**src/shared/afe_sys_map.vh**
```
`ifndef AFE_SYS_MAP_VH
`define AFE_SYS_MAP_VH
// Register addresses (7-bit SPI register space)
`define GPO_VALUES_ADDR 7'h2f
`define SYS_CONFIG_ADDR 7'h30
`define GLOBAL_ALARM_ADDR 7'h33
// Reset values
`define GPO_VALUES_RST 16'h0000
`define SYS_CONFIG_RST 16'h0000
// Output data register layout
`define GPO_FIELD_HI 15
`define GPO_FIELD_LO 6
`define GPO_RSVD_MASK 16'hffc0
// System configuration field positions
`define CFG_STROBE_WIDTH 15
`define CFG_SHORT_RESULT 14
`define CFG_STATUS_LIVE 13
`define CFG_MCLK_OUT 12
`define CFG_REF_HI 11
`define CFG_REF_LO 10
`define CFG_CLK_HI 9
`define CFG_CLK_LO 8
`define CFG_CRC_EN 7
`define CFG_STATUS_EN 6
`define CFG_SYNC_EN 5
`define CFG_READY_EDGE 4
`define CFG_ALARM_POLICY 3
`define CFG_DOUT_DRIVE 2
`define CFG_IRQ_DRIVER 1
// Strobe widths in system clock cycles
`define STROBE_SHORT_CYC 4'd2
`define STROBE_LONG_CYC 4'd8
`endif

```
**src/core/afe_mclk_div.v**
```verilog
`timescale 1ns/100ps
// Master clock output: a clock at half the system clock
module afe_mclk_div (
    // Clock and reset
    input wire clk_i,
    input wire rst_i,
    // Control
    input wire en_i,
    // Clock out
    output wire mclk_o
);
    reg ph_q;

    ////////////////////////////////////////////////////////////////
    // Halving uses both edges; the register toggles each cycle and
    // XOR with clk gives one edge per clk period. Glitch-prone, kept small.
    always @(posedge clk_i) begin
        if (rst_i) begin
            ph_q <= 1'b0;
        end else begin
            ph_q <= ~ph_q;
        end
    end

    assign mclk_o = en_i & (clk_i ^ ph_q);
endmodule

```
**src/core/afe_strobe_gen.v**
```verilog
`timescale 1ns/100ps
// Data-ready strobe: a fixed-width high pulse per trigger
module afe_strobe_gen #(
    parameter CW = 4
) (
    // Clock and reset
    input wire clk_i,
    input wire rst_i,
    // Control
    input wire trig_i,
    input wire [CW-1:0] width_i,
    // Strobe
    output wire strobe_o,
    output wire rise_o
);
    reg [CW-1:0] cnt_q;
    reg [CW-1:0] cnt_d;

    ////////////////////////////////////////////////////////////////
    // A trigger during a pulse restarts it, but rise_o fires only for a trigger while idle
    always @* begin
        cnt_d = cnt_q;
        if (trig_i) begin
            cnt_d = width_i;
        end else if (cnt_q != {CW{1'b0}}) begin
            cnt_d = cnt_q - {{(CW-1){1'b0}}, 1'b1};
        end
    end

    always @(posedge clk_i) begin
        if (rst_i) begin
            cnt_q <= {CW{1'b0}};
        end else begin
            cnt_q <= cnt_d;
        end
    end

    assign strobe_o = (cnt_q != {CW{1'b0}});
    assign rise_o = trig_i & (cnt_q == {CW{1'b0}});
endmodule

```
**src/core/afe_system_config_bank.v**
```verilog
`timescale 1ns/100ps
`include "afe_sys_map.vh"
// Function
// - Enabled general outputs follow output data bits 15..6 as pins 9..0.
// - Data-ready strobe lasts 2 cycles with width bit 0, 8 with 1.
// - Results are 24 bits with short-result bit 0, 16 bits with 1.
// - Prepended status is sticky with bit 0, sampled live at strobe with 1.
// - Master clock output bit puts half-rate clock on pin nine, overriding all.
// - Reference field picks internal or external bypass and ADC references.
// - Clock source field picks oscillator, external clock or crystal.
// - CRC protection runs only while the CRC enable bit is one.
// - Status enable prepends an 8-bit status byte before each channel word.
// - First status byte of a burst is OR of all burst channel status.
// - Sync mode starts conversion on rising SYNC edge from the host.
// - Edge bit 0 strobes every conversion; 1 only after last channel.
// - Policy 0 clears alarms on read; policy 1 clears by writing one.
// - Interrupt pin is open-drain with pull-up or push-pull per driver bit.
module afe_system_config_bank #(
    parameter NPIN = 10,
    parameter NALM = 16,
    parameter NCH = 16
) (
    // Clock and reset
    input wire clk_i,
    input wire rst_i,
    // Register port from the SPI command decoder
    input wire [6:0] reg_addr_i,
    input wire reg_wr_i,
    input wire reg_rd_i,
    input wire [15:0] reg_wdata_i,
    output reg [15:0] reg_rdata_o,
    // General pins
    input wire [NPIN-1:0] gpo_enable_i,
    output reg [NPIN-1:0] gpio_out_o,
    output reg [NPIN-1:0] gpio_oe_o,
    // Conversion events and result shaping
    input wire conv_done_i,
    input wire conv_last_i,
    input wire [23:0] conv_data_i,
    input wire [7:0] conv_status_i,
    input wire burst_first_i,
    input wire [NCH-1:0] channel_enable_mask_i,
    input wire [NCH-1:0] burst_mask_i,
    input wire [8*NCH-1:0] ch_status_i,
    output reg [23:0] result_o,
    output reg [7:0] status_byte_o,
    output wire status_prepend_o,
    output wire short_result_sel_o,
    output wire data_ready_strobe_o,
    // Sync start
    input wire sync_pin_i,
    output wire conv_start_o,
    // Analog and clock steering
    output wire bypass_external_reference_o,
    output wire adc_external_reference_o,
    output wire use_int_osc_o,
    output wire xtal_osc_en_o,
    output wire ext_clk_sel_o,
    output wire crc_en_o,
    output wire dout_drive_hi_o,
    // Global alarm events
    input wire [NALM-1:0] alarm_set_i,
    output wire [NALM-1:0] alarm_o,
    // Interrupt pin
    input wire irq_req_i,
    output wire irq_pin_n_out_o,
    output wire irq_pin_n_oe_o,
    output wire irq_pullup_en_o
);
    reg [15:0] gp_output_values_q;
    reg [15:0] system_configuration_q;
    reg [NALM-1:0] alarm_q;
    reg [NALM-1:0] alarm_d;
    reg [7:0] sticky_q;
    reg sync_q;
    wire [NPIN-1:0] gpo_bits;
    wire mclk;
    wire strobe_rise;
    wire strobe_trig;
    wire [7:0] burst_or;
    wire [7:0] burst_or_pre;
    wire [7:0] status_src;
    wire wr_gpo;
    wire wr_cfg;
    wire rd_alm;
    wire wr_alm;

    // One-hot address decode used for both reads and writes
    function hit;
        input [6:0] a;
        input [6:0] b;
        begin
            hit = (a == b);
        end
    endfunction

    assign wr_gpo = reg_wr_i & hit(reg_addr_i, `GPO_VALUES_ADDR);
    assign wr_cfg = reg_wr_i & hit(reg_addr_i, `SYS_CONFIG_ADDR);
    assign wr_alm = reg_wr_i & hit(reg_addr_i, `GLOBAL_ALARM_ADDR);
    assign rd_alm = reg_rd_i & hit(reg_addr_i, `GLOBAL_ALARM_ADDR);

    ////////////////////////////////////////////////////////////////
    // Register writes
    always @(posedge clk_i) begin
        if (rst_i) begin
            gp_output_values_q <= `GPO_VALUES_RST;
            system_configuration_q <= `SYS_CONFIG_RST;
        end else begin
            if (wr_gpo) begin
                gp_output_values_q <= reg_wdata_i & `GPO_RSVD_MASK;
            end
            if (wr_cfg) begin
                system_configuration_q <= reg_wdata_i;
            end
        end
    end

    // Read data is registered; unmapped addresses read zero
    always @(posedge clk_i) begin
        if (rst_i) begin
            reg_rdata_o <= 16'h0000;
        end else if (reg_rd_i) begin
            case (reg_addr_i)
                `GPO_VALUES_ADDR: reg_rdata_o <= gp_output_values_q;
                `SYS_CONFIG_ADDR: reg_rdata_o <= system_configuration_q;
                `GLOBAL_ALARM_ADDR: reg_rdata_o <= alarm_q;
                default: reg_rdata_o <= 16'h0000;
            endcase
        end
    end

    ////////////////////////////////////////////////////////////////
    // Global alarm: set wins over either clear style
    always @* begin
        alarm_d = alarm_q;
        if (rd_alm && !system_configuration_q[`CFG_ALARM_POLICY]) begin
            alarm_d = {NALM{1'b0}};
        end
        if (wr_alm && system_configuration_q[`CFG_ALARM_POLICY]) begin
            alarm_d = alarm_q & ~reg_wdata_i[NALM-1:0];
        end
        alarm_d = alarm_d | alarm_set_i;
    end

    always @(posedge clk_i) begin
        if (rst_i) begin
            alarm_q <= {NALM{1'b0}};
        end else begin
            alarm_q <= alarm_d;
        end
    end

    assign alarm_o = alarm_q;

    ////////////////////////////////////////////////////////////////
    // General outputs; pin nine may carry the master clock instead
    assign gpo_bits = gp_output_values_q[`GPO_FIELD_HI:`GPO_FIELD_LO];

    afe_mclk_div u_mclk (
        .clk_i(clk_i),
        .rst_i(rst_i),
        .en_i(system_configuration_q[`CFG_MCLK_OUT]),
        .mclk_o(mclk)
    );

    always @* begin
        gpio_out_o = gpo_bits & gpo_enable_i;
        gpio_oe_o = gpo_enable_i;
        if (system_configuration_q[`CFG_MCLK_OUT]) begin
            gpio_out_o[NPIN-1] = mclk;
            gpio_oe_o[NPIN-1] = 1'b1;
        end
    end

    ////////////////////////////////////////////////////////////////
    // Data-ready strobe timing
    assign strobe_trig = conv_done_i &
        (~system_configuration_q[`CFG_READY_EDGE] | conv_last_i);

    afe_strobe_gen #(
        .CW(4)
    ) u_strobe (
        .clk_i(clk_i),
        .rst_i(rst_i),
        .trig_i(strobe_trig),
        .width_i(system_configuration_q[`CFG_STROBE_WIDTH] ?
            `STROBE_LONG_CYC : `STROBE_SHORT_CYC),
        .strobe_o(data_ready_strobe_o),
        .rise_o(strobe_rise)
    );

    ////////////////////////////////////////////////////////////////
    // Burst status OR over the channels taking part
    genvar g;
    generate
        for (g = 0; g < NCH; g = g + 1) begin : g_or
            wire [7:0] acc;
            wire [7:0] prev;
            if (g == 0) begin : g_first
                assign prev = 8'h00;
            end else begin : g_next
                assign prev = g_or[g-1].acc;
            end
            assign acc = prev | (ch_status_i[8*g +: 8] &
                {8{burst_mask_i[g] & channel_enable_mask_i[g]}});
        end
    endgenerate
    assign burst_or_pre = g_or[NCH-1].acc;
    assign burst_or = burst_or_pre;

    // Sticky accumulates until a live capture clears it; live samples at the strobe edge
    assign status_src = burst_first_i ? burst_or : conv_status_i;

    always @(posedge clk_i) begin
        if (rst_i) begin
            sticky_q <= 8'h00;
            status_byte_o <= 8'h00;
            result_o <= 24'h00_0000;
        end else if (strobe_rise) begin
            if (system_configuration_q[`CFG_STATUS_LIVE]) begin
                status_byte_o <= status_src;
                sticky_q <= 8'h00;
            end else begin
                status_byte_o <= sticky_q | status_src;
                sticky_q <= sticky_q | status_src;
            end
            if (system_configuration_q[`CFG_SHORT_RESULT]) begin
                result_o <= {8'h00, conv_data_i[23:8]};
            end else begin
                result_o <= conv_data_i;
            end
        end
    end

    assign status_prepend_o = system_configuration_q[`CFG_STATUS_EN];
    assign short_result_sel_o = system_configuration_q[`CFG_SHORT_RESULT];

    ////////////////////////////////////////////////////////////////
    // Sync start: rising edge of host pulse, inputs taken synchronous
    always @(posedge clk_i) begin
        if (rst_i) begin
            sync_q <= 1'b0;
        end else begin
            sync_q <= sync_pin_i;
        end
    end

    assign conv_start_o = system_configuration_q[`CFG_SYNC_EN] &
        sync_pin_i & ~sync_q;

    ////////////////////////////////////////////////////////////////
    // Reference, clock source, CRC and drive steering
    assign bypass_external_reference_o = system_configuration_q[`CFG_REF_HI];
    assign adc_external_reference_o = system_configuration_q[`CFG_REF_LO];
    assign use_int_osc_o = ~system_configuration_q[`CFG_CLK_HI];
    assign xtal_osc_en_o =
        (system_configuration_q[`CFG_CLK_HI:`CFG_CLK_LO] == 2'b00) |
        (system_configuration_q[`CFG_CLK_HI:`CFG_CLK_LO] == 2'b11);
    assign ext_clk_sel_o =
        (system_configuration_q[`CFG_CLK_HI:`CFG_CLK_LO] == 2'b10);
    assign crc_en_o = system_configuration_q[`CFG_CRC_EN];
    assign dout_drive_hi_o = system_configuration_q[`CFG_DOUT_DRIVE];

    ////////////////////////////////////////////////////////////////
    // Interrupt pin, active low; open-drain only ever drives low
    assign irq_pin_n_out_o = ~irq_req_i;
    assign irq_pin_n_oe_o = system_configuration_q[`CFG_IRQ_DRIVER] ?
        1'b1 : irq_req_i;
    assign irq_pullup_en_o = ~system_configuration_q[`CFG_IRQ_DRIVER];
endmodule

```
**config.mk**
```make
export PLATFORM = sky130hd
export DESIGN_NAME = afe_system_config_bank
export DESIGN_NICKNAME = d
export VERILOG_FILES = /design/src/core/afe_mclk_div.v /design/src/core/afe_strobe_gen.v /design/src/core/afe_system_config_bank.v
export VERILOG_INCLUDE_DIRS = /design/src /design/src/shared
export SDC_FILE = /design/constraint.sdc
export NUM_CORES = 1
export LEC_CHECK = 0
export BUFFER_PORTS_ARGS = -buffer_cell sky130_fd_sc_hd__buf_4
export CAP_MARGIN = 5
export CORE_AREA = 2 2 135 137
export CTS_CLUSTER_SIZE = 28
export DETAILED_ROUTE_END_ITERATION = 6
export DIE_AREA = 0 0 137 139
export SLEW_MARGIN = 40
export SYNTH_ARGS = -nofsm -noshare
export SYNTH_HDL_FRONTEND = slang
export SYNTH_SLANG_ARGS = --single-unit
```
**constraint.sdc**
```tcl
create_clock -name clk_i -period 2 [get_ports clk_i]
set_clock_uncertainty 0.05 [all_clocks]
set_input_delay 0.5 -clock clk_i [delete_from_list [all_inputs] [get_ports clk_i]]
set_output_delay 0.5 -clock clk_i [all_outputs]
set_load 0.1 [all_outputs]
```
==> results.txt <==
* Result of the run: finished with violations
- The final reports fail on setup timing.
* Worst setup slack after layout: -143.2 ps
* Weighted congestion reported at the end of routability-driven placement: 0.9000
- Post-Syn Nets: 1015
* Final Max Tran Viols: 0
- At the worst endpoint, the required time is ~1500 ps.
* Count of TritonRoute iterations in the first routing pass: 5
* Hold crit path type: in -> reg
- Worst setup startpoint: clk_i
- After routing, the total negative slack on setup checks comes to -143.2 ps.
- The tool flagged a number of max-cap violations equal to 0.
* Arrival time of data at the critical path endpoint: roughly 1600 ps
- Congestion Overflow GR: 0
- Floorplan core area: 17660 µm²
- Launching point of the worst reg2reg path: u_strobe.cnt_q[1]
- The critical path is of the clk -> out type.
* Synth-to-Final Area Change: 58.55%
- Critical Path End Type: primary output
- Net count of the finished layout: roughly 1300
- First-pass GRT wire length: around 37000 µm
- In this run the register-to-register setup slack is around 150 ps.
* Sequential element share of the synthesized area: 0.3682
- For the worst-skew pair, the clock arrives at the later sink with an insertion delay of approximately 460 ps.
* Clock slew seen by the registers of the worst setup and hold paths: approximately 70 ps
- By area, the combinational part of the netlist is dominated by simple AND/OR/NAND/NOR gates.
* Share of synthesized cell area in and, or, nand and nor gates: 0.3175
* CTS tree: yes
- The synthesized design contains between 100 and 150 register bits.
- The final number of hold-violating endpoints came to 0.
- Total power of the final layout: approximately 6.4 mW
- Mux share of post-synthesis cell area: 0.02832
- Yosys printed 0 warnings.
* Initial cell density of the core: 0.3202
- Adder-cell share of the synthesized area: 0.006639
* I/O pin cnt: approximately 350
* Unrepaired setup endpoints after global routing: true
- ANT nets after route: 0
* End-of-flow core utilization: 0.5077
* Violation count after the first detailed-route iteration: 389
- Maximum number of pins on one net before global-route repair: approximately 90
- The number of global-route vias before repair is approximately 6600.
- The signal on the critical path passes through clkbuf_16 -> xor2_2 -> nand2_1 -> o21ai_4 -> buf_12.
* Buffers on Ports: around 350
- Wirelength, routed: between 20000 and 25000 µm
- Of the total synthesized cell area, the portion taken by XOR and XNOR cells is 0.004647.
* Number of endpoints failing setup at the final stage: 1
- Of all nets on the critical path, the largest fanout is 2.
* Area of the die: 19040 µm²
- Slew at the pin closest to its max-slew limit: about 500 ps
- In the final layout, the share of cells above drive strength 1 is 0.3860.
- Post-Syn Area: 5654 µm²
- Power per standard cell area: around 700 nW/µm²
* Synth unique cells: 46
- Dividing the detail-routed wire length by the instance count gives ~19 µm.
* Cell leakage power: slightly below 4 nW
* Count of mapped cells out of synthesis: approximately 760
* Worst ir drop on vdd: between 0.0004 and 0.0005 V
- Compound-cell area share of the yosys netlist: 0.1919
- In the global route stage, overall resource usage came out at 0.2535.
- The worst setup path is launched from a clock port.
- Die W: 137 µm
- Dividing the detail-routed via count by the number of cells gives 5.164.
- Headroom to the max-slew limit came out at 0.6647.
* Number of placement rows: just under 50
* Post-synthesis average cell area: 7.420 µm²
- Layout Cell Area excl Fill: 8965 µm²
- For this design, the slowest cell found on the critical path is sky130_fd_sc_hd__buf_12.
* Via total after detailed routing: 6786
- Max incr delay on CP: approximately 190 ps
* Initial antenna violation count: 2
- Detailed placement ended at an HPWL of about 20000 µm.
- For this run, design rule violations remaining after detail routing come to 0.
- Placed cell area: ~8500 µm²
- The floorplan step set the die height to 139 µm.
- The startpoint identified for the worst hold timing path is sync_pin_i.
critical path, delay by kind of cell:
kind	cells	cell delay [ps]
buffers and inverters	2	310
XOR/XNOR	1	100
AND/OR/NAND/NOR	1	90
AO/OA/AOI/OAI	1	90
power breakdown:
group	switching, mW	internal [mW]
Sequential	0.0695	2.19
Combinational	1.35	0.731
Clock	0.859	1.20
Total	2.28	4.12
cell usage in the layout, fill, tap and decap left out, types with 3 or more instances in the layout:
| cell type | n |
|---|---|
| sky130_fd_sc_hd__a211oi_1 | 17 |
| sky130_fd_sc_hd__a21oi_1 | 60 |
| sky130_fd_sc_hd__a22o_1 | 16 |
| sky130_fd_sc_hd__a22oi_1 | 10 |
| sky130_fd_sc_hd__a311oi_1 | 7 |
| sky130_fd_sc_hd__and2_1 | 11 |
| sky130_fd_sc_hd__buf_12 | 6 |
| sky130_fd_sc_hd__buf_4 | 373 |
| sky130_fd_sc_hd__buf_6 | 3 |
| sky130_fd_sc_hd__clkbuf_16 | 12 |
| sky130_fd_sc_hd__clkinvlp_4 | 3 |
| sky130_fd_sc_hd__dfxtp_1 | 101 |
| sky130_fd_sc_hd__dfxtp_2 | 3 |
| sky130_fd_sc_hd__inv_1 | 20 |
| sky130_fd_sc_hd__inv_2 | 3 |
| sky130_fd_sc_hd__mux2i_1 | 16 |
| sky130_fd_sc_hd__nand2_1 | 68 |
| sky130_fd_sc_hd__nand2b_1 | 8 |
| sky130_fd_sc_hd__nand3_1 | 167 |
| sky130_fd_sc_hd__nand3b_1 | 8 |
| sky130_fd_sc_hd__nand4_1 | 24 |
| sky130_fd_sc_hd__nor2_1 | 45 |
| sky130_fd_sc_hd__o21a_1 | 7 |
| sky130_fd_sc_hd__o21ai_0 | 35 |
| sky130_fd_sc_hd__o21ba_1 | 7 |
| sky130_fd_sc_hd__o22ai_1 | 7 |
| sky130_fd_sc_hd__or4_1 | 7 |
cells by family after synthesis:
| group | count (synthesis) |
|---|---|
| buffers and inverters | 105 |
| muxes | 16 |
| and+or+nand+nor | 359 |
| DFF | 104 |
| xor gates and xnor gates | 3 |
| adders and majority gates | 3 |
| AOI/OAI and AO/OA | 172 |
state kept, by name (all words and copies together), names as in the netlist:
| register | count |
|---|---|
| sticky_q | 8 |
| status_byte_o | 8 |
| alarm_o | 16 |
| gp_output_values_q | 10 |
| sync_q | 1 |
| u_mclk.ph_q | 1 |
| reg_rdata_o | 16 |
| result_o | 24 |
| u_strobe.cnt_q | 4 |
| system_configuration_q | 16 |
cell type report:
| cell class | instances | area, µm² |
|---|---|---|
| fill | 1765 | 8692 |
| multi-input combinational | 553 | 3156 |
| timing repair buffer | 382 | 2959 |
| sequential | 104 | 2086 |
| clock buffer | 14 | 312.8 |
| tap | 229 | 286.5 |
| inverter | 25 | 97.59 |
| clock inverter | 5 | 62.56 |
| antenna | 2 | 5.005 |
path summary, 6_finish.rpt:
path | end | depth (start not counted)
worst max-delay path | gpio_out_o[9] | 5
worst min-delay path | sync_q | 2
worst max register to register | status_byte_o[7] | 9
worst min register to register | sticky_q[7] | 2
stage by stage:
| step | worst slack [ps] | hold WS, ps | cells |
|---|---|---|---|
| floorplan | -23.55 | 361.9 | 762 |
| global placement | -107.9 | 371.1 | 1289 |
| detailed placement | -107.8 | 376.3 | 1289 |
| CTS | -186.3 | 196.1 | 1310 |
| global route | -169.2 | 207.9 | 1314 |
| finish | -143.2 | 206.6 | 1314 |
synthesized netlist by cell type (all sizes together):
master / count / area share
nand4b: 1 / 0.0015
xor2: 1 / 0.0015
nand3: 167 / 0.15
nor3b: 2 / 0.0046
a31o: 1 / 0.0015
nor4: 1 / 0.0011
clkbuf: 47 / 0.031
nand2b: 8 / 0.0089
a21boi: 1 / 0.0013
a22o: 16 / 0.025
o21ai: 37 / 0.033
or2: 2 / 0.0022
nand3b: 8 / 0.011
and2: 11 / 0.012
o21ba: 7 / 0.012
dfxtp: 104 / 0.37
and3b: 2 / 0.0031
and3: 1 / 0.0011
buf: 33 / 0.035
nor2: 47 / 0.031
and4b: 1 / 0.0018
o22ai: 7 / 0.0077
o21a: 7 / 0.0093
xnor2: 2 / 0.0031
nor3: 3 / 0.0046
clkinv: 1 / 0.00066
or4: 7 / 0.0093
or3: 2 / 0.0022
a211oi: 17 / 0.023
ha: 3 / 0.0066
a311oi: 7 / 0.011
mux2i: 16 / 0.028
inv: 24 / 0.016
nor2b: 2 / 0.0022
nand4: 24 / 0.027
nand2: 70 / 0.046
a31oi: 2 / 0.0022
a21oi: 60 / 0.053
a22oi: 10 / 0.013
layer usage:
metal / global-route usage / up-vias / routed length (µm)
met4: 0.1210 / 0 / 963
met5: 0 / - / 0
li1: - / 3357 / -
met3: 0.06396 / 45 / 1799
met1: 0.2753 / 3109 / 9389
met2: 0.4530 / 275 / 12580
repair_timing:
item,in CTS,in global routing
hold buffers,0,0
resized for setup,12,6
endpoints found under the setup margin,2,13
buffers inserted,3,1
cloned,0,1
Power figures use the tool's default switching activity.
